## src/pkg/plwr_pkg.sv

```systemverilog
// ****************************************
// Shared constants of the power-loss, wake and reset control block
// ****************************************
package plwr_pkg;
	// Clock rate and time units
	localparam int CLK_HZ        = 10_000_000;
	localparam int MS_PER_S      = 1000;
	localparam int CYC_PER_MS    = CLK_HZ / MS_PER_S;
	// Pulse and delay times, as printed
	localparam int LONG_PULSE_S  = 4;
	localparam int ON_PULSE_MS   = 500;
	localparam int WAKE_PULSE_MS = 100;
	localparam int DLY1_SLOW_MS  = 300;
	localparam int DLY1_FAST_MS  = 200;
	localparam int DLY2_A_MS     = 32;
	localparam int DLY2_B_MS     = 96;
	localparam int DLY2_C_MS     = 250;
	// Derived cycle counts (least times, whole periods)
	localparam int LONG_PULSE_CYC = LONG_PULSE_S * CLK_HZ;
	localparam int ON_PULSE_CYC   = ON_PULSE_MS * CYC_PER_MS;
	localparam int WAKE_PULSE_CYC = WAKE_PULSE_MS * CYC_PER_MS;
	localparam int DLY1_SLOW_CYC  = DLY1_SLOW_MS * CYC_PER_MS;
	localparam int DLY1_FAST_CYC  = DLY1_FAST_MS * CYC_PER_MS;
	localparam int DLY2_A_CYC     = DLY2_A_MS * CYC_PER_MS;
	localparam int DLY2_B_CYC     = DLY2_B_MS * CYC_PER_MS;
	localparam int DLY2_C_CYC     = DLY2_C_MS * CYC_PER_MS;
	localparam int TW             = 26;
	// Register indices; byte address is four times the index
	localparam logic [7:0] IDX_MOUSE = 8'hE0;
	localparam logic [7:0] IDX_STAT  = 8'hE3;
	localparam logic [7:0] IDX_CTRL  = 8'hE4;
	localparam logic [7:0] IDX_RSEL  = 8'hE5;
	localparam logic [7:0] IDX_SEQ   = 8'hE6;
	localparam logic [7:0] IDX_KEY   = 8'hE7;
	localparam int AW = 10;
	// Reset values
	localparam logic [7:0] RST_RSEL = 8'h00;
	localparam logic [7:0] RST_SEQ  = 8'h1C;
	// Field positions
	localparam int B_LONG = 7, B_MODE = 5, B_GATE = 4, B_KBANY = 3, B_HUNT = 2;
	localparam int B_VID = 4, B_GP23 = 3, B_GP22 = 2, B_PGDIS = 0;
	localparam int B_MDAT = 7, B_CCLR = 5, B_LAST = 4, B_DLY1 = 3, B_DLY2 = 1, B_TRIG = 0;
	localparam int B_KD3 = 7, B_KD2 = 6, B_OSK = 5, B_ONP = 4, B_WDT = 3, B_HWM = 0;
	localparam int B_MSR = 4, B_MSX = 1;
	// Power-loss modes
	localparam logic [1:0] PL_OFF = 2'h0, PL_ON = 2'h1, PL_RESTORE = 2'h2, PL_USER = 2'h3;
	localparam logic [1:0] DLY2_NONE = 2'h0, DLY2_A = 2'h1, DLY2_B = 2'h2;
	localparam logic [1:0] RESP_OKAY = 2'h0, RESP_SLVERR = 2'h2;
	typedef enum logic [1:0] {SQ_IDLE, SQ_STAGE1, SQ_STAGE2, SQ_ON} plwr_seq_type;
endpackage : plwr_pkg

```

## src/pkg/plwr_tmr_if.sv

```systemverilog
`timescale 1ns/1ps
`default_nettype none
// ****************************************
// Load and done lines of one down-counter
// ****************************************
interface plwr_tmr_if;
	import plwr_pkg::*;
	logic          load;
	logic [TW-1:0] count;
	logic          busy;
	logic          done;
	modport ctrl (output load, output count, input busy, input done);
	modport tmr  (input load, input count, output busy, output done);
endinterface : plwr_tmr_if
`default_nettype wire

```

## src/logic/plwr_ctrl.sv

```systemverilog
// Overview of operation
// - Long-pulse enable: 4 s low on resolved off
// - Mode 00 off, 01 on, 10 restore
// - Mode 11 uses software last-state flag
// - Last-state flag: 0 on, 1 off
// - On-return enable: 0.5 s low when on
// - Keyboard option: 0 sequence, 1 any key
// - Hunting arms wakes, cleared on capture
// - VOLTAGE_ID_LATCH, GPIO22/23 reset: bus or power-good
// - Supply-good gates power-good unless disabled
// - Mouse data-up plus selects choose event
// - Chassis clear bit clears intrusion status
// - First delay 300 or 200 ms
// - Second delay none, 32, 96, 250 ms
// - Retrigger drops then raises power-good, self-clears
// - Enables for second and third key sets
// - OS key wakes through power switch
// - Watchdog reset: bus or power-good
// - Monitor reset: power-good or bus
// - Wake flags latch, cleared on read
// - Data-up plus any-key: click or movement
//
// Our own choice: the AXI4-Lite interface to the registers.
`timescale 1ns/1ps
`default_nettype none
module plwr_ctrl
	import plwr_pkg::*;
#(
	parameter int LONG_CYC = LONG_PULSE_CYC,
	parameter int ON_CYC   = ON_PULSE_CYC,
	parameter int WAKE_CYC = WAKE_PULSE_CYC,
	parameter int D1S_CYC  = DLY1_SLOW_CYC,
	parameter int D1F_CYC  = DLY1_FAST_CYC,
	parameter int D2A_CYC  = DLY2_A_CYC,
	parameter int D2B_CYC  = DLY2_B_CYC,
	parameter int D2C_CYC  = DLY2_C_CYC
) (
	// Clock and resets
	input  wire logic          aclk,
	input  wire logic          aresetn,
	input  wire logic          vbat_rst_n,
	// AXI4-Lite slave
	input  wire logic [AW-1:0] s_axi_awaddr,
	input  wire logic          s_axi_awvalid,
	output logic               s_axi_awready,
	input  wire logic [31:0]   s_axi_wdata,
	input  wire logic [3:0]    s_axi_wstrb,
	input  wire logic          s_axi_wvalid,
	output logic               s_axi_wready,
	output logic [1:0]         s_axi_bresp,
	output logic               s_axi_bvalid,
	input  wire logic          s_axi_bready,
	input  wire logic [AW-1:0] s_axi_araddr,
	input  wire logic          s_axi_arvalid,
	output logic               s_axi_arready,
	output logic [31:0]        s_axi_rdata,
	output logic [1:0]         s_axi_rresp,
	output logic               s_axi_rvalid,
	input  wire logic          s_axi_rready,
	// Pins from the system
	input  wire logic          supply_good_in,
	input  wire logic          power_good_low_power_stage,
	input  wire logic          system_on_in,
	input  wire logic          standby_return_in,
	input  wire logic          bus_reset_in_n,
	input  wire logic          chassis_intrusion_in,
	// Keyboard and mouse event lines
	input  wire logic          kb_any_key_in,
	input  wire logic [2:0]    kb_set_match_in,
	input  wire logic          kb_os_key_in,
	input  wire logic          ms_move_in,
	input  wire logic          ms_left_click_in,
	input  wire logic          ms_right_click_in,
	input  wire logic          ms_left_dbl_in,
	input  wire logic          ms_right_dbl_in,
	// Power outputs
	output logic               power_switch_out_n,
	output logic               power_good_intermediate_stage,
	output logic               power_good_out,
	output logic               secondary_power_good_out,
	output logic               standby_gate_out_n,
	output logic               chassis_intrusion,
	// Reset source outputs
	output logic               voltage_id_reset_n,
	output logic               gpio22_reset_n,
	output logic               gpio23_reset_n,
	output logic               watchdog_reset_n,
	output logic               hwmon_reset_n
);
	// ****************************************
	// Helpers
	// ****************************************
	function automatic logic hit(input logic [AW-1:0] a, input logic [7:0] idx);
		hit = (a[AW-1:2] == idx);
	endfunction : hit

	// Released reset level for one consumer
	function automatic logic pick(input logic sel_pg, input logic pg, input logic bus_n);
		pick = sel_pg ? pg : bus_n;
	endfunction : pick

	// ****************************************
	// Pin synchronisers and edges
	// ****************************************
	localparam int NP = 16;
	logic [NP-1:0] pin_s;
	logic [NP-1:0] pin_d_reg;
	logic [NP-1:0] rise;
	plwr_sync #(.N(NP)) u_sync (
		.aclk     (aclk),
		.aresetn  (aresetn),
		.pin_in   ({ms_right_dbl_in, ms_left_dbl_in, ms_right_click_in, ms_left_click_in,
		            ms_move_in, kb_os_key_in, kb_set_match_in, kb_any_key_in,
		            chassis_intrusion_in, bus_reset_in_n, standby_return_in, system_on_in,
		            power_good_low_power_stage, supply_good_in}),
		.pin_sync (pin_s)
	);
	always_ff @(posedge aclk) begin
		if (!aresetn) pin_d_reg <= '0;
		else pin_d_reg <= pin_s;
	end
	assign rise = pin_s & ~pin_d_reg;

	logic sup_s, lp_s, son_s, bus_s;
	assign sup_s = pin_s[0];
	assign lp_s  = pin_s[1];
	assign son_s = pin_s[2];
	assign bus_s = pin_s[4];

	// ****************************************
	// Registers, by power domain
	// ****************************************
	logic       long_en_reg, last_off_reg, onp_en_reg, hwm_sel_reg, prev_on_reg;
	logic [1:0] mode_reg;
	logic       gate_en_reg, mdat_reg, cclr_reg, dly1_reg, kd3_reg, kd2_reg, osk_reg, wdt_sel_reg;
	logic [1:0] dly2_reg, msel_reg;
	logic [7:0] rsel_reg;
	logic       kb_any_reg, hunt_reg, trig_reg, kb_flag_reg, ms_flag_reg;
	logic       wr_en, rd_clr, kb_ev, ms_ev;
	logic [AW-1:0] wa_reg;
	logic [7:0] wd_reg;

	// Battery bits survive standby loss; only vbat_rst_n resets them
	always_ff @(posedge aclk) begin
		if (!vbat_rst_n) begin
			long_en_reg  <= 1'b0;
			mode_reg     <= PL_OFF;
			last_off_reg <= RST_SEQ[B_LAST];
			onp_en_reg   <= 1'b0;
			hwm_sel_reg  <= 1'b0;
			prev_on_reg  <= 1'b0;
		end else begin
			if (wr_en && hit(wa_reg, IDX_CTRL)) begin
				long_en_reg <= wd_reg[B_LONG];
				mode_reg    <= wd_reg[B_MODE +: 2];
			end
			if (wr_en && hit(wa_reg, IDX_SEQ)) last_off_reg <= wd_reg[B_LAST];
			if (wr_en && hit(wa_reg, IDX_KEY)) begin
				onp_en_reg  <= wd_reg[B_ONP];
				hwm_sel_reg <= wd_reg[B_HWM];
			end
			if (mode_reg == PL_RESTORE) prev_on_reg <= son_s;
		end
	end

	// Standby bits; kept while aresetn stays high
	always_ff @(posedge aclk) begin
		if (!aresetn) begin
			gate_en_reg <= 1'b0;
			rsel_reg    <= RST_RSEL;
			mdat_reg    <= RST_SEQ[B_MDAT];
			cclr_reg    <= RST_SEQ[B_CCLR];
			dly1_reg    <= RST_SEQ[B_DLY1];
			dly2_reg    <= RST_SEQ[B_DLY2 +: 2];
			{kd3_reg, kd2_reg, osk_reg, wdt_sel_reg} <= '0;
			msel_reg    <= '0;
		end else if (wr_en) begin
			if (hit(wa_reg, IDX_CTRL)) gate_en_reg <= wd_reg[B_GATE];
			else if (hit(wa_reg, IDX_RSEL)) rsel_reg <= wd_reg & 8'h1D;
			else if (hit(wa_reg, IDX_SEQ)) begin
				mdat_reg <= wd_reg[B_MDAT];
				cclr_reg <= wd_reg[B_CCLR];
				dly1_reg <= wd_reg[B_DLY1];
				dly2_reg <= wd_reg[B_DLY2 +: 2];
			end else if (hit(wa_reg, IDX_KEY)) begin
				kd3_reg     <= wd_reg[B_KD3];
				kd2_reg     <= wd_reg[B_KD2];
				osk_reg     <= wd_reg[B_OSK];
				wdt_sel_reg <= wd_reg[B_WDT];
			end else if (hit(wa_reg, IDX_MOUSE)) msel_reg <= {wd_reg[B_MSR], wd_reg[B_MSX]};
		end
	end

	// Bus-reset bits; a capture clears hunting even against a write
	always_ff @(posedge aclk) begin
		if (!aresetn || !bus_s) begin
			kb_any_reg <= 1'b0;
			hunt_reg   <= 1'b0;
		end else begin
			if (wr_en && hit(wa_reg, IDX_CTRL)) begin
				kb_any_reg <= wd_reg[B_KBANY];
				hunt_reg   <= wd_reg[B_HUNT];
			end
			if (hunt_reg && (kb_ev || ms_ev)) hunt_reg <= 1'b0;
		end
	end

	// Retrigger strobe reads back as zero
	always_ff @(posedge aclk) begin
		if (!aresetn) trig_reg <= 1'b0;
		else trig_reg <= wr_en && hit(wa_reg, IDX_SEQ) && wd_reg[B_TRIG];
	end

	// ****************************************
	// Wake events
	// ****************************************
	always_comb begin
		kb_ev = (kb_any_reg ? rise[6]
			: (rise[7] || (rise[8] && kd2_reg) || (rise[9] && kd3_reg)))
			|| (osk_reg && rise[10]);
		case ({mdat_reg, msel_reg})
			3'b101, 3'b111: ms_ev = rise[11] || rise[12] || rise[13];
			3'b100, 3'b110: ms_ev = rise[12] || rise[13];
			3'b001:         ms_ev = rise[12];
			3'b000:         ms_ev = rise[14];
			default:        ms_ev = rise[15];
		endcase
	end

	// Flags: a capture wins over the read that clears
	always_ff @(posedge aclk) begin
		if (!aresetn) begin
			kb_flag_reg <= 1'b0;
			ms_flag_reg <= 1'b0;
		end else begin
			kb_flag_reg <= (hunt_reg && kb_ev) || (kb_flag_reg && !rd_clr);
			ms_flag_reg <= (hunt_reg && ms_ev) || (ms_flag_reg && !rd_clr);
		end
	end

	// ****************************************
	// Power return and power-switch pulses
	// ****************************************
	plwr_tmr_if pl_if ();
	plwr_timer u_pulse (.aclk(aclk), .aresetn(aresetn), .t(pl_if));
	logic res_on, go_long, go_on, go_wake;
	always_comb begin
		case (mode_reg)
			PL_OFF:     res_on = 1'b0;
			PL_ON:      res_on = 1'b1;
			PL_RESTORE: res_on = prev_on_reg;
			default:    res_on = !last_off_reg;
		endcase
	end
	assign go_long = rise[3] && !res_on && long_en_reg;
	assign go_on   = rise[3] && res_on && onp_en_reg;
	assign go_wake = hunt_reg && kb_ev && !pl_if.busy;

	// Power return outranks a wake press
	always_ff @(posedge aclk) begin
		if (!aresetn) begin
			pl_if.load  <= 1'b0;
			pl_if.count <= '0;
		end else begin
			pl_if.load <= go_long || go_on || go_wake;
			if (go_long) pl_if.count <= TW'(LONG_CYC);
			else if (go_on) pl_if.count <= TW'(ON_CYC);
			else if (go_wake) pl_if.count <= TW'(WAKE_CYC);
		end
	end

	// ****************************************
	// Power-good sequencer
	// ****************************************
	plwr_tmr_if sq_if ();
	plwr_timer u_seq (.aclk(aclk), .aresetn(aresetn), .t(sq_if));
	plwr_seq_type st_reg;
	logic gate_ok;
	logic [TW-1:0] d2_cyc;
	assign gate_ok = rsel_reg[B_PGDIS] || sup_s;
	always_comb begin
		case (dly2_reg)
			DLY2_A:  d2_cyc = TW'(D2A_CYC);
			DLY2_B:  d2_cyc = TW'(D2B_CYC);
			default: d2_cyc = TW'(D2C_CYC);
		endcase
	end

	// Any loss of gating or a retrigger restarts from idle
	always_ff @(posedge aclk) begin
		if (!aresetn) begin
			st_reg      <= SQ_IDLE;
			sq_if.load  <= 1'b0;
			sq_if.count <= '0;
		end else begin
			sq_if.load <= 1'b0;
			if (trig_reg || !gate_ok || !lp_s) begin
				st_reg <= SQ_IDLE;
			end else begin
				case (st_reg)
					SQ_IDLE: begin
						st_reg      <= SQ_STAGE1;
						sq_if.load  <= 1'b1;
						sq_if.count <= dly1_reg ? TW'(D1F_CYC) : TW'(D1S_CYC);
					end
					SQ_STAGE1: if (sq_if.done) begin
						if (dly2_reg == DLY2_NONE) st_reg <= SQ_ON;
						else begin
							st_reg      <= SQ_STAGE2;
							sq_if.load  <= 1'b1;
							sq_if.count <= d2_cyc;
						end
					end
					SQ_STAGE2: if (sq_if.done) st_reg <= SQ_ON;
					default: st_reg <= SQ_ON;
				endcase
			end
		end
	end

	// ****************************************
	// Registered outputs
	// ****************************************
	always_ff @(posedge aclk) begin
		if (!aresetn) begin
			power_switch_out_n            <= 1'b1;
			power_good_intermediate_stage <= 1'b0;
			power_good_out                <= 1'b0;
			secondary_power_good_out      <= 1'b0;
			standby_gate_out_n            <= 1'b1;
		end else begin
			power_switch_out_n            <= !pl_if.busy;
			power_good_intermediate_stage <= (st_reg == SQ_STAGE2) || (st_reg == SQ_ON);
			power_good_out                <= (st_reg == SQ_ON);
			secondary_power_good_out      <= (st_reg == SQ_ON);
			standby_gate_out_n            <= !(gate_en_reg && son_s);
		end
	end

	// Chassis status; a new intrusion wins over the clear
	always_ff @(posedge aclk) begin
		if (!aresetn) chassis_intrusion <= 1'b0;
		else if (rise[5]) chassis_intrusion <= 1'b1;
		else if (cclr_reg) chassis_intrusion <= 1'b0;
	end

	// Reset sources follow power-good or the bus reset
	always_ff @(posedge aclk) begin
		if (!aresetn) begin
			{voltage_id_reset_n, gpio22_reset_n, gpio23_reset_n} <= '0;
			{watchdog_reset_n, hwmon_reset_n} <= '0;
		end else begin
			voltage_id_reset_n <= pick(rsel_reg[B_VID], power_good_out, bus_s);
			gpio23_reset_n     <= pick(rsel_reg[B_GP23], power_good_out, bus_s);
			gpio22_reset_n     <= pick(rsel_reg[B_GP22], power_good_out, bus_s);
			watchdog_reset_n   <= pick(wdt_sel_reg, power_good_out, bus_s);
			hwmon_reset_n      <= pick(!hwm_sel_reg, power_good_out, bus_s);
		end
	end

	// ****************************************
	// AXI4-Lite slave
	// ****************************************
	// Address and data are held until both arrived
	assign wr_en  = !s_axi_awready && !s_axi_wready && !s_axi_bvalid;
	assign rd_clr = s_axi_arvalid && s_axi_arready && hit(s_axi_araddr, IDX_STAT);
	always_ff @(posedge aclk) begin
		if (!aresetn) begin
			s_axi_awready <= 1'b1;
			s_axi_wready  <= 1'b1;
			s_axi_bvalid  <= 1'b0;
			s_axi_bresp   <= RESP_OKAY;
			wa_reg        <= '0;
			wd_reg        <= '0;
		end else begin
			if (s_axi_awvalid && s_axi_awready) begin
				s_axi_awready <= 1'b0;
				wa_reg        <= s_axi_awaddr;
			end
			if (s_axi_wvalid && s_axi_wready) begin
				s_axi_wready <= 1'b0;
				wd_reg       <= s_axi_wstrb[0] ? s_axi_wdata[7:0] : 8'h00;
			end
			if (wr_en) begin
				s_axi_bvalid <= 1'b1;
				s_axi_bresp  <= (hit(wa_reg, IDX_CTRL) || hit(wa_reg, IDX_RSEL) || hit(wa_reg, IDX_SEQ)
					|| hit(wa_reg, IDX_KEY) || hit(wa_reg, IDX_MOUSE)) ? RESP_OKAY : RESP_SLVERR;
			end
			if (s_axi_bvalid && s_axi_bready) begin
				s_axi_bvalid  <= 1'b0;
				s_axi_awready <= 1'b1;
				s_axi_wready  <= 1'b1;
			end
		end
	end

	// Read answer one cycle after the address
	always_ff @(posedge aclk) begin
		if (!aresetn) begin
			s_axi_arready <= 1'b1;
			s_axi_rvalid  <= 1'b0;
			s_axi_rdata   <= '0;
			s_axi_rresp   <= RESP_OKAY;
		end else if (s_axi_arvalid && s_axi_arready) begin
			s_axi_arready <= 1'b0;
			s_axi_rvalid  <= 1'b1;
			s_axi_rresp   <= RESP_OKAY;
			if (hit(s_axi_araddr, IDX_CTRL))
				s_axi_rdata <= {24'h0, long_en_reg, mode_reg, gate_en_reg, kb_any_reg, hunt_reg, 2'h0};
			else if (hit(s_axi_araddr, IDX_RSEL)) s_axi_rdata <= {24'h0, rsel_reg};
			else if (hit(s_axi_araddr, IDX_SEQ))
				s_axi_rdata <= {24'h0, mdat_reg, 1'b0, cclr_reg, last_off_reg, dly1_reg, dly2_reg, 1'b0};
			else if (hit(s_axi_araddr, IDX_KEY))
				s_axi_rdata <= {24'h0, kd3_reg, kd2_reg, osk_reg, onp_en_reg, wdt_sel_reg, 2'h0, hwm_sel_reg};
			else if (hit(s_axi_araddr, IDX_MOUSE))
				s_axi_rdata <= {24'h0, 3'h0, msel_reg[1], 2'h0, msel_reg[0], 1'b0};
			else if (hit(s_axi_araddr, IDX_STAT))
				s_axi_rdata <= {24'h0, 4'h0, power_good_out, chassis_intrusion, ms_flag_reg, kb_flag_reg};
			else begin
				s_axi_rdata <= '0;
				s_axi_rresp <= RESP_SLVERR;
			end
		end else if (s_axi_rvalid && s_axi_rready) begin
			s_axi_rvalid  <= 1'b0;
			s_axi_arready <= 1'b1;
		end
	end
endmodule : plwr_ctrl
`default_nettype wire

```

## src/logic/plwr_sync.sv

```systemverilog
`timescale 1ns/1ps
`default_nettype none
module plwr_sync
	import plwr_pkg::*;
#(
	parameter int N = 1
) (
	// Clock and reset
	input  wire logic         aclk,
	input  wire logic         aresetn,
	// Pins in, synchronised out
	input  wire logic [N-1:0] pin_in,
	output logic      [N-1:0] pin_sync
);
	logic [N-1:0] meta_reg;

	// Two stages; first stage read only by the second
	always_ff @(posedge aclk) begin
		if (!aresetn) begin
			meta_reg <= '0;
			pin_sync <= '0;
		end else begin
			meta_reg <= pin_in;
			pin_sync <= meta_reg;
		end
	end
endmodule : plwr_sync
`default_nettype wire

```

## src/logic/plwr_timer.sv

```systemverilog
`timescale 1ns/1ps
`default_nettype none
module plwr_timer
	import plwr_pkg::*;
(
	// Clock and reset
	input  wire logic aclk,
	input  wire logic aresetn,
	// Control side
	plwr_tmr_if.tmr   t
);
	logic [TW-1:0] cnt_reg;

	// Loaded count runs down once per clock period
	always_ff @(posedge aclk) begin
		if (!aresetn) begin
			cnt_reg <= '0;
		end else if (t.load) begin
			cnt_reg <= t.count;
		end else if (cnt_reg != '0) begin
			cnt_reg <= cnt_reg - TW'(1);
		end
	end

	// Done marks the last busy cycle
	assign t.busy = (cnt_reg != '0);
	assign t.done = (cnt_reg == TW'(1));
endmodule : plwr_timer
`default_nettype wire

```

## config.mk

```make
export PLATFORM = sky130hd
export DESIGN_NAME = plwr_ctrl
export DESIGN_NICKNAME = d
export VERILOG_FILES = /design/src/pkg/plwr_pkg.sv /design/src/pkg/plwr_tmr_if.sv /design/src/logic/plwr_ctrl.sv /design/src/logic/plwr_sync.sv /design/src/logic/plwr_timer.sv
export SDC_FILE = /design/constraint.sdc
export NUM_CORES = 1
export LEC_CHECK = 0
export ABC_CLOCK_PERIOD_IN_PS = 2400
export BUFFER_PORTS_ARGS = -buffer_cell sky130_fd_sc_hd__buf_4
export CELL_PAD_IN_SITES_DETAIL_PLACEMENT = 1
export CELL_PAD_IN_SITES_GLOBAL_PLACEMENT = 1
export CORE_MARGIN = 4
export CORE_UTILIZATION = 38
export CTS_CLUSTER_DIAMETER = 80
export DETAILED_ROUTE_END_ITERATION = 10
export PLACE_DENSITY = 0.86
export SYNTH_ARGS = -nofsm -noshare
export SYNTH_HDL_FRONTEND = slang
export SYNTH_SLANG_ARGS = --single-unit
```

## constraint.sdc

```tcl
create_clock -name aclk -period 2.4 [get_ports aclk]
set_input_delay 0.48 -clock aclk [delete_from_list [all_inputs] [get_ports aclk]]
set_output_delay 0.48 -clock aclk [all_outputs]
set_load 0.01 [all_outputs]
```

Word-level counts from Yosys, hierarchy flattened
Cells that the tools add are included.
- register bits after elaboration: 240
- input port bits: 80
- output and inout bits: 52
- logic and storage cells: 223
- add/sub/neg operators: 2
- eq/ne operators: 27
- mux-type cells: 47
- bitwise operators: 8
- reductions and logical operators: 85
- operators by type and width (operator ; count):
    26-bit 2-to-1 mux ; 9
    8-bit equality test (second input constant) ; 11
    26-bit case mux with 2 select lines ; 1
    26-bit nonzero test ; 2
    26-bit by 1-bit subtractor with 26-bit output (second input constant) ; 2
    22-bit case mux with 2 select lines ; 1
    8-bit 2-to-1 mux ; 5
    26-bit by 1-bit equality test with 1-bit output (second input constant) ; 1
    1-bit logical AND ; 26
    22-bit 2-to-1 mux ; 1
    1-bit logical OR ; 20
    2-bit 2-to-1 mux ; 9
    16-bit bitwise AND ; 1
    16-bit inverter ; 1
    1-bit 2-to-1 mux ; 15
    3-bit equality test (second input constant) ; 4
    1-bit zero test ; 12
    2-bit nonzero test ; 6
    2-bit OR reduction ; 6
    2-bit equality test (second input constant) ; 4
    4-bit AND reduction ; 2
    2-bit by 1-bit equality test with 1-bit output (second input constant) ; 3
    2-bit zero test ; 3
    2-bit inequality test (second input constant) ; 3
    other kinds (15) ; 21

Depth between registers and ports, before layout
Gate-level depths: netlist of run 1.
- depth after elaboration: 12
- gate-level depth with buffers: 8
- gate-level depth less buffers: 7

Modules after synthesis
Synthesis of run 1 repeated with hierarchy kept, for this count alone.
- cell total of the unflattened synthesis: 898
- area, all modules: 8246.7 µm²
- by module, submodules not included (module ; instances ; cells an instance ; area an instance (µm²) ; seq. area each (µm²)):
    plwr_ctrl ; 1 ; 499 ; 4518.1 ; 2102.0
    plwr_timer (u_pulse) ; 1 ; 170 ; 1447.6 ; 520.5
    plwr_timer (u_seq) ; 1 ; 162 ; 1385.1 ; 520.5
    plwr_sync ; 1 ; 67 ; 895.9 ; 640.6

Worst setup path before layout of run 1
Ideal clock, no wire load.
- kind: flip-flop to flip-flop
- from: register u_seq.cnt_reg[1]
- to: register sq_if.count[21]
- setup time: 0.079 ns
- data arrival time: 2.494 ns
- data required time: 2.321 ns
- path slack: -0.173 ns
- cell stages (with the launch flop): 9
- buffers on the path: 1
- period minus slack after synthesis: 2.573 ns
- cell sequence: dfxtp_1 -> inv_1 -> ha_1 -> or4b_2 -> or4_1 -> buf_2 -> or4_4 -> or3_1 -> o211ai_1
- word-level cells in the longest chain between the ends: 3
- ends and longest elaborated chain (element ; RTL line ; text):
    from (decl) ; plwr_timer.sv:12 ; logic [TW-1:0] cnt_reg;
    from (signal assigned) ; plwr_timer.sv:19 ; cnt_reg <= t.count;
    from (signal assigned) ; plwr_timer.sv:21 ; cnt_reg <= cnt_reg - TW'(1);
    26-bit by 1-bit equality test with 1-bit output ; plwr_timer.sv:27 ; assign t.done = (cnt_reg == TW'(1));
    2-bit inequality test (no source line) ; n/a ;
    4-bit AND reduction (no source line) ; n/a ;
    to (signal assigned) ; plwr_ctrl.sv:304 ; sq_if.count <= dly1_reg ? TW'(D1F_CYC) : TW'(D1S_CYC);
    to (signal assigned) ; plwr_ctrl.sv:311 ; sq_if.count <= d2_cyc;
    to (decl) ; plwr_tmr_if.sv:9 ; logic [TW-1:0] count;
No other way between the ends.
A chain may end at the register's enable or synchronous reset.

Final worst setup path of run 1
- from: register u_seq.cnt_reg[19]
- to: register sq_if.count[21]
Same word-level chain as after synthesis.

==> impl_metrics.env, run 1 <==
export IMPL_path_class="reg2reg"
export IMPL_hp_class="in2reg"
export IMPL_die_x_microns=153.0
export IMPL_required_ns=2.76
export IMPL_dr_pass1_iters=4
export IMPL_setup_violations_final=1
export IMPL_areaGrowthSynthToFinish_pct=22.28
export IMPL_synth_compound_area_frac=0.1320
export IMPL_ys_async_sr_fraction=0
export IMPL_end_kind="flop"
export IMPL_synth_edf_count=0
export IMPL_min_period_ns=2.414
export IMPL_io_buffer_count=74
export IMPL_avgSynthCellArea_sq_um=8.958
export IMPL_period_share=1.006
export IMPL_avgViaCountPerCell=5.401
export IMPL_synth_distinct_cells=65
export IMPL_ys_seq_elements=189
export IMPL_gp_congestion=0.8040
export IMPL_path_clk_slew_ns=0.08
export IMPL_ys_seq_area_frac=0.4735
export IMPL_grt_pass1_vias=7280
export IMPL_synth_xor_area_frac=0.03508
export IMPL_grt_first_pass_wirelength_microns=37090
export IMPL_finalHoldViolations=0
export IMPL_muxShareOfSynthArea=0.04541
export IMPL_max_freq_ghz=0.4142
export IMPL_htreeDepth=4
export IMPL_cap_violations=0
export IMPL_cts_root_buffer_cell="clkbuf_16"
export IMPL_place_ws_ns=-0.1007
export IMPL_dp_cells=1243
export IMPL_vias=6913
export IMPL_drive_gt1_frac=0.1980
export IMPL_layout_cells_non_filler=1280
export IMPL_outcome="complete, but fails checks"
export IMPL_vdd_ir_drop_max_mv=0.6499
export IMPL_cts_tree="done"
export IMPL_cp_start_kind="flop"
export IMPL_die_area_sq_um=23410
export IMPL_grt_max_degree=44
export IMPL_synthCells=892
export IMPL_start_util=0.3911
export IMPL_antenna_left=0
export IMPL_p_leak_nw=3.906
export IMPL_max_stage_delay_ns=0.58
export IMPL_synth_simple_area_share=0.2469
export IMPL_fillers=2403
export IMPL_crit_arrival_ns=2.77
export IMPL_core_area_sq_um=20430
export IMPL_drc=0
export IMPL_grt_ovfl_total=0
export IMPL_clock_skew_ns=0.01217
export IMPL_die_y_microns=153.0
export IMPL_nets=1084
export IMPL_n_antenna_cell=0
export IMPL_io_pins=132
export IMPL_wl_per_cell_microns=17.76
export IMPL_rows=52
export IMPL_grtUsageTotal=0.1908
export IMPL_critPathMostFrequentCell="or4_4"
export IMPL_path_max_fanout=3
export IMPL_synth_warnings=0
export IMPL_drtIter0Drc=396
export IMPL_clk_latency_ns=0.44
export IMPL_cts_buffer_depth=2
export IMPL_clkSinkCount=189
export IMPL_hpwl_microns=15860
export IMPL_grt_antenna_before_repair=0
export IMPL_p_per_area_nw_per_um2=1151
export IMPL_tightest_slew_ns=0.6414
export IMPL_relSlewSlack=0.5666
export IMPL_drt_total_wl_microns=22730
export IMPL_fin_ws_ns=-0.01408
export IMPL_cp_slowest_cell="or4_4"
export IMPL_cts_buffers=17
export IMPL_crit_chain="or4_4 -> or4_4 -> or4_4 -> or3_4 -> o211ai_1"
export IMPL_grt_setup_unrepaired="true"
export IMPL_violations="negative setup slack"
export IMPL_synth_main_ff_cell="dfxtp_1"
export IMPL_netlist_area_sq_um=7990
export IMPL_synth_top_family_by_area="simple AND/OR/NAND/NOR gates"
export IMPL_slew_viol_final=0
export IMPL_synthAdderAreaFrac=0.01096
==> cell usage in the layout, fill, tap and decap left out, drive strengths merged, types with 4 or more instances in the layout <==
cell and n:
a211oi 5, a21oi 56, a311oi 6, a31oi 12, a32o 4, and2 51, and3 5, buf 132
clkbuf 17, clkinv 7, conb 26, dfxtp 189, ha 7, inv 26, mux2i 34, nand2 69
nand2b 10, nand3 38, nand3b 6, nand4 12, nor2 69, nor2b 15, nor3 26, nor3b 4
nor4 9, o211ai 5, o21ai 44, o22ai 4, o311ai 4, o31ai 5, or2 5, or3 17
or3b 4, or4 17, xnor2 22, xor2 10
==> layout make-up <==
type / instances / area [sq um] / share of cell area
clock buffers: 17 / 425.4 / 0.04354
clock inverters: 15 / 216.5 / 0.02215
inverters: 20 / 75.07 / 0.007683
multi-input cells: 637 / 3920 / 0.4012
flip-flops and latches: 189 / 3789 / 0.3878
well taps: 270 / 337.8 / 0.03458
repair buffers: 132 / 1007 / 0.1031
==> Yosys cell counts (15+ instances only) <==
cell      instances  share of area
and2_1           50          0.039
or4_1            15          0.014
clkbuf_1         38          0.018
o21ai_0          44          0.028
buf_4            27          0.025
mux2i_1          34          0.043
xnor2_1          22          0.024
nand3_1          38          0.024
nand2_1          69          0.032
inv_1            19         0.0089
nor3_1           25          0.016
nor2_1           69          0.032
a21oi_1          56          0.035
nor2b_1          15          0.012
or3_1            17          0.013
dfxtp_1         189           0.47
==> where the power goes <==
| part | internal (W) | total [W] | switching (W) |
|---|---|---|---|
| sequential | 0.00354 | 0.00389 | 0.000354 |
| clock | 0.00153 | 0.00298 | 0.00145 |
| combinational | 0.00191 | 0.00437 | 0.00246 |
==> cells by family after synthesis <==
logic type,count (synthesis)
simple gates,367
flops,189
compound gates,169
buf+inv,91
mux,36
xor+xnor,32
fa+ha+maj,7
other cells,1
==> metal layers <==
layer / GRT usage / up-vias / part of all wire
met1: 0.2247 / 3396 / 0.41
met2: 0.3467 / 167 / 0.53
met3: 0.03704 / 37 / 0.041
met5: 0 / - / 0
li1: - / 3313 / -
met4: 0.06534 / 0 / 0.019
==> path summary, 6_finish.rpt <==
check / slack (ns) / end / cells after the start / from
setup / recovery: -0.01 / sq_if.count[21]$_SDFFE_PN0P_ / 5 / u_seq.cnt_reg[19]$_SDFFE_PN0P_
hold / removal: 0.23 / s_axi_wready$_SDFFE_PP1P_ / 2 / s_axi_wvalid
setup reg to reg: -0.01 / sq_if.count[21]$_SDFFE_PN0P_ / 5 / u_seq.cnt_reg[19]$_SDFFE_PN0P_
hold reg to reg: 0.42 / standby_gate_out_n$_SDFF_PN1_ / 1 / u_sync.pin_sync[2]$_SDFF_PN0_
==> stage by stage <==
stage               hold WS [ns]  TNS [ns]  cell area, sq um  total power (W)    util
CTS                       0.2212         0              9732          0.01116  0.4764
finish                    0.2318  -0.01408              9771          0.01125  0.4783
detailed placement        0.4015   -0.5654              9032         0.008077  0.4421
floorplan                 0.3800   -0.2238              8104         0.006555       -
global route              0.2278   -0.4085              9771          0.01189  0.4783
global placement          0.4038   -0.3339              9032         0.007869  0.4421
==> worst max-delay path, delay by kind of cell, from the launching register on <==
family / cells / cell delay, ns
AOI/OAI and AO/OA: 1 / 0.08
DFF: 1 / 0.32
and+or+nand+nor: 4 / 1.93
==> timing repair <==
item / 4_1_cts / 5_1_grt
pin swaps: 3 / 1
hold buffers: 0 / 0
endpoints found under the setup margin: 10 / 18
resized for setup: 6 / 8
setup buffers: 5 / 0
Power figures use the tool's default switching activity.
==> run 2, diff against run 1 <==
--- a/config.mk
+++ b/config.mk
@@ -5,15 +5,16 @@
 export SDC_FILE = /design/constraint.sdc
 export NUM_CORES = 1
 export LEC_CHECK = 0
-export ABC_CLOCK_PERIOD_IN_PS = 2400
+export ABC_CLOCK_PERIOD_IN_PS = 2060
 export BUFFER_PORTS_ARGS = -buffer_cell sky130_fd_sc_hd__buf_4
 export CELL_PAD_IN_SITES_DETAIL_PLACEMENT = 1
 export CELL_PAD_IN_SITES_GLOBAL_PLACEMENT = 1
-export CORE_MARGIN = 4
+export CORE_MARGIN = 2
 export CORE_UTILIZATION = 38
 export CTS_CLUSTER_DIAMETER = 80
 export DETAILED_ROUTE_END_ITERATION = 10
 export PLACE_DENSITY = 0.86
+export SLEW_MARGIN = 0
 export SYNTH_ARGS = -nofsm -noshare
 export SYNTH_HDL_FRONTEND = slang
 export SYNTH_SLANG_ARGS = --single-unit
==> constraint.sdc (replaced) <==
create_clock -name aclk -period 2.06 [get_ports aclk]
set_input_delay 0.412 -clock aclk [delete_from_list [all_inputs] [get_ports aclk]]
set_output_delay 0.412 -clock aclk [all_outputs]
set_load 0.01 [all_outputs]
==> impl_metrics.env, run 2 (synthesis gave the netlist of run 1 again) <==
export IMPL_layout_commonest_cell="dfxtp_1"
export IMPL_gp_congestion=0.8462
export IMPL_power_w=0.01628
export IMPL_fin_ws_ns=-0.4476
export IMPL_crit_arrival_ns=2.87
export IMPL_drive_gt1_frac=0.2852
export IMPL_drtIter0Drc=471
export IMPL_path_max_fanout=3
export IMPL_rr_startpoint="u_seq.cnt_reg[1]$_SDFFE_PN0P_"
export IMPL_antenna_left=0
export IMPL_clock_skew_ns=0.01246
export IMPL_min_period_ns=2.508
export IMPL_worst_hold_slack_ns=0.1717
export IMPL_nets=1140
export IMPL_vdd_ir_drop_max_mv=0.8753
export IMPL_dr_pass1_iters=5
export IMPL_drc=0
export IMPL_setup_violations_final=39
export IMPL_grt_pass1_vias=7711
export IMPL_cts_buffer_depth=2
export IMPL_outcome="complete, but fails checks"
export IMPL_layout_cells_non_filler=1341
export IMPL_io_buffer_count=74
export IMPL_die_y_microns=149.0
export IMPL_tightest_slew_ns=0.5913
export IMPL_grt_max_degree=31
export IMPL_hp_start="kb_set_match_in[0]"
export IMPL_cts_tree="done"
export IMPL_io_pins=132
export IMPL_cts_root_buffer_cell="clkbuf_16"
export IMPL_end_kind="flop"
export IMPL_clkSinkCount=189
export IMPL_required_ns=2.42
export IMPL_vias=7429
export IMPL_htreeDepth=4
export IMPL_startpoint="u_seq.cnt_reg[1]$_SDFFE_PN0P_"
export IMPL_grt_first_pass_wirelength_microns=40280
export IMPL_slew_viol_final=0
export IMPL_hp_class="in2reg"
export IMPL_p_per_area_nw_per_um2=1537
export IMPL_grt_setup_unrepaired="true"
export IMPL_cts_buffers=17
export IMPL_clk_latency_ns=0.44
export IMPL_cts_hold_buf=0
export IMPL_avgViaCountPerCell=5.540
export IMPL_period_share=1.217
export IMPL_mostFrequentLayoutCells="183 x dfxtp_1, 173 x buf_4, 69 x nand2_1, 65 x nor2_1, 51 x a21oi_1"
export IMPL_areaGrowthSynthToFinish_pct=32.57
export IMPL_postLayoutCoreUtil=0.5087
export IMPL_start_util=0.3837
export IMPL_p_leak_nw=4.262
export IMPL_grt_antenna_before_repair=0
export IMPL_rows=53
export IMPL_finalHoldViolations=0
export IMPL_fillers=2420
export IMPL_max_freq_ghz=0.3988
export IMPL_hpwl_microns=17000
export IMPL_grt_ovfl_total=0
export IMPL_dp_cells=1289
export IMPL_violations="negative setup slack"
export IMPL_grtUsageTotal=0.2290
export IMPL_cap_violations=0
export IMPL_wl_per_cell_microns=20.26
export IMPL_die_area_sq_um=22200
export IMPL_relSlewSlack=0.6028
export IMPL_die_x_microns=149.0
export IMPL_path_class="reg2reg"
export IMPL_n_antenna_cell=0
export IMPL_cp_start_kind="flop"
export IMPL_path_clk_slew_ns=0.08
export IMPL_core_area_sq_um=20820
export IMPL_drt_total_wl_microns=27170
run 2: what timing repair did:
item | in CTS | in global routing
setup endpoints to repair | 39 | 56
pin swaps | 18 | 24
setup buffers | 17 | 12
resized for setup | 34 | 51
run 2: per-layer routing:
layer | track usage | routed length, microns | up-vias
met5 | 0 | 0 | -
met4 | 0.1181 | 1455 | 0
met3 | 0.03547 | 1026 | 114
met2 | 0.4138 | 13990 | 244
met1 | 0.2605 | 10690 | 3650
li1 | - | - | 3421
run 2: layout make-up:
| class | instances | area [sq um] | share of cell area |
|---|---|---|---|
| sequential | 189 | 3791 | 0.3579 |
| tap | 275 | 344.1 | 0.03248 |
| clock inverter | 15 | 188.9 | 0.01784 |
| inverter | 20 | 75.07 | 0.007087 |
| timing repair buffer | 188 | 1476 | 0.1394 |
| multi-input combinational | 637 | 4292 | 0.4051 |
| clock buffer | 17 | 425.4 | 0.04016 |
run 2: final timing paths:
check	end	depth (start not counted)	slack [ns]
min	u_sync.meta_reg[7]$_SDFF_PN0_	2	0.17
max reg2reg	sq_if.count[21]$_SDFFE_PN0P_	7	-0.45
max	sq_if.count[21]$_SDFFE_PN0P_	7	-0.45
min reg2reg	u_sync.pin_sync[11]$_SDFF_PN0_	1	0.43
run 2: stage by stage:
step | area (sq um) | setup TNS (ns) | worst slack [ns]
after floorplan | 8219 | -4.977 | -0.4513
after global placement | 9440 | -6.983 | -0.3473
after detailed placement | 9440 | -8.822 | -0.3934
after CTS | 10320 | -6.950 | -0.4011
after global routing | 10590 | -12.25 | -0.4907
final | 10590 | -10.54 | -0.4476
run 2: critical path: stages (launching register included):
cell	delay [ns]
dfxtp_2	0.34
inv_2	0.09
ha_4	0.13
or4b_4	0.46
or4_4	0.46
or4_4	0.51
or3_4	0.34
o211ai_1	0.09
run 2: power breakdown:
group	internal (W)	total, W	leakage, nW	switching, W
Clock	0.00166	0.00335	0.292	0.00169
Sequential	0.00413	0.00454	1.54	0.000415
Combinational	0.00387	0.00839	2.43	0.00452
Total	0.00966	0.0163	4.26	0.00662
==> run 3, diff against run 2 <==
--- a/config.mk
+++ b/config.mk
@@ -13,7 +13,8 @@
 export CORE_UTILIZATION = 38
 export CTS_CLUSTER_DIAMETER = 80
 export DETAILED_ROUTE_END_ITERATION = 10
-export PLACE_DENSITY = 0.86
+export GPL_ROUTABILITY_DRIVEN = 0
+export PLACE_DENSITY = 0.78
 export SLEW_MARGIN = 0
 export SYNTH_ARGS = -nofsm -noshare
 export SYNTH_HDL_FRONTEND = slang
==> impl_metrics.env, run 3 (synthesis gave the netlist of run 1 again) <==
export IMPL_cts_root_buffer_cell="clkbuf_16"
export IMPL_drive_gt1_frac=0.2833
export IMPL_cts_tree="done"
export IMPL_io_pins=132
export IMPL_cts_buffers=17
export IMPL_path_max_fanout=3
export IMPL_finalHoldViolations=0
export IMPL_htreeDepth=4
export IMPL_postLayoutCoreUtil=0.5070
export IMPL_die_y_microns=149.0
export IMPL_min_period_ns=2.435
export IMPL_wl_per_cell_microns=17.74
export IMPL_design_area_sq_um=10560
export IMPL_violations="negative setup slack"
export IMPL_cts_buffer_depth=2
export IMPL_layout_commonest_cell="dfxtp_1"
export IMPL_mostFrequentLayoutCells="182 x dfxtp_1, 179 x buf_4, 69 x nand2_1, 64 x nor2_1, 53 x a21oi_1"
export IMPL_drtIter0Drc=340
export IMPL_fin_ws_ns=-0.3749
export IMPL_grt_antenna_before_repair=1
export IMPL_place_area_sq_um=9453
export IMPL_hpwl_microns=15950
export IMPL_drt_total_wl_microns=23790
export IMPL_grt_max_degree=38
export IMPL_vdd_ir_drop_max_mv=1.046
export IMPL_core_area_sq_um=20820
export IMPL_required_ns=2.42
export IMPL_regArea_sq_um=3792
export IMPL_fillers=2450
export IMPL_cap_violations=0
export IMPL_path_clk_slew_ns=0.08
export IMPL_io_buffer_count=74
export IMPL_clk_latency_ns=0.44
export IMPL_dr_pass1_iters=6
export IMPL_grt_pass1_vias=7442
export IMPL_nets=1140
export IMPL_avgViaCountPerCell=5.297
export IMPL_setup_violations_final=34
export IMPL_start_util=0.3837
export IMPL_die_x_microns=149.0
export IMPL_cp_start_kind="flop"
export IMPL_antenna_left=0
export IMPL_cts_hold_buf=0
export IMPL_n_antenna_cell=0
export IMPL_multiInputGateArea_sq_um=4258
export IMPL_grt_setup_unrepaired="true"
export IMPL_grt_first_pass_wirelength_microns=38050
export IMPL_period_share=1.182
export IMPL_max_freq_ghz=0.4107
export IMPL_worst_hold_slack_ns=0.1614
export IMPL_power_w=0.01577
export IMPL_place_ws_ns=-0.3907
export IMPL_areaGrowthSynthToFinish_pct=32.13
export IMPL_crit_arrival_ns=2.80
export IMPL_grt_ovfl_total=0
export IMPL_hp_class="in2reg"
export IMPL_rows=53
export IMPL_end_kind="flop"
export IMPL_clkSinkCount=189
export IMPL_die_area_sq_um=22200
export IMPL_slew_viol_final=0
export IMPL_vias=7103
export IMPL_p_leak_nw=4.251
export IMPL_outcome="complete, but fails checks"
export IMPL_grtUsageTotal=0.2149
export IMPL_p_per_area_nw_per_um2=1493
export IMPL_clock_skew_ns=0.01117
export IMPL_path_class="reg2reg"
export IMPL_drc=0
run 3: cell count changes in the layout (fill, tap and decap cells not counted), sizes merged:
cell / change
clkinv: +1
inv: -1
run 3: final timing paths:
kind	cells past startpoint	startpoint	slack [ns]	end
worst max register to register	5	u_seq.cnt_reg[19]$_SDFFE_PN0P_	-0.37	sq_if.count[8]$_SDFFE_PN0P_
worst max-delay path	5	u_seq.cnt_reg[19]$_SDFFE_PN0P_	-0.37	sq_if.count[8]$_SDFFE_PN0P_
worst min register to register	1	u_sync.meta_reg[7]$_SDFF_PN0_	0.44	u_sync.pin_sync[7]$_SDFF_PN0_
worst min-delay path	2	s_axi_wvalid	0.16	s_axi_wready$_SDFFE_PP1P_
run 3: layout make-up:
type	instances	share of cell area
clock buffers	17	0.04029
flip-flops and latches	189	0.3592
multi-input cells	637	0.4033
clock inverters	15	0.01790
well taps	275	0.03259
repair buffers	188	0.1394
inverters	20	0.007348
run 3: metal layers:
layer  vias up  wire [microns]  track usage
met3        43             625      0.03884
met5         -               8            0
met4         2             539      0.07333
li1       3425               -            -
met1      3515           10410       0.2613
met2       118           12210       0.3820
run 3: metrics by stage:
stage               TNS, ns  instances
floorplan            -4.977        917
global placement     -6.963       1289
detailed placement   -8.383       1289
CTS                  -6.852       1331
global route         -10.19       1341
finish               -7.807       1341
run 3: timing repair:
item | 4_1_cts | 5_1_grt
pin swaps | 14 | 21
endpoints found under the setup margin | 42 | 51
setup buffers | 11 | 14
resized for setup | 30 | 38
run 3: where the power goes:
| part | total, W | internal (W) | switching [W] |
|---|---|---|---|
| logic | 0.00786 | 0.00378 | 0.00408 |
| clock network | 0.00338 | 0.00166 | 0.00172 |
| registers | 0.00452 | 0.00413 | 0.000395 |
run 3: worst max-delay path, stage by stage, from the launching register on:
cell     delay (ns)
dfxtp_2        0.32
or4_4          0.53
or4_4          0.58
or4_4          0.51
or3_4          0.34
o21ai_1        0.08
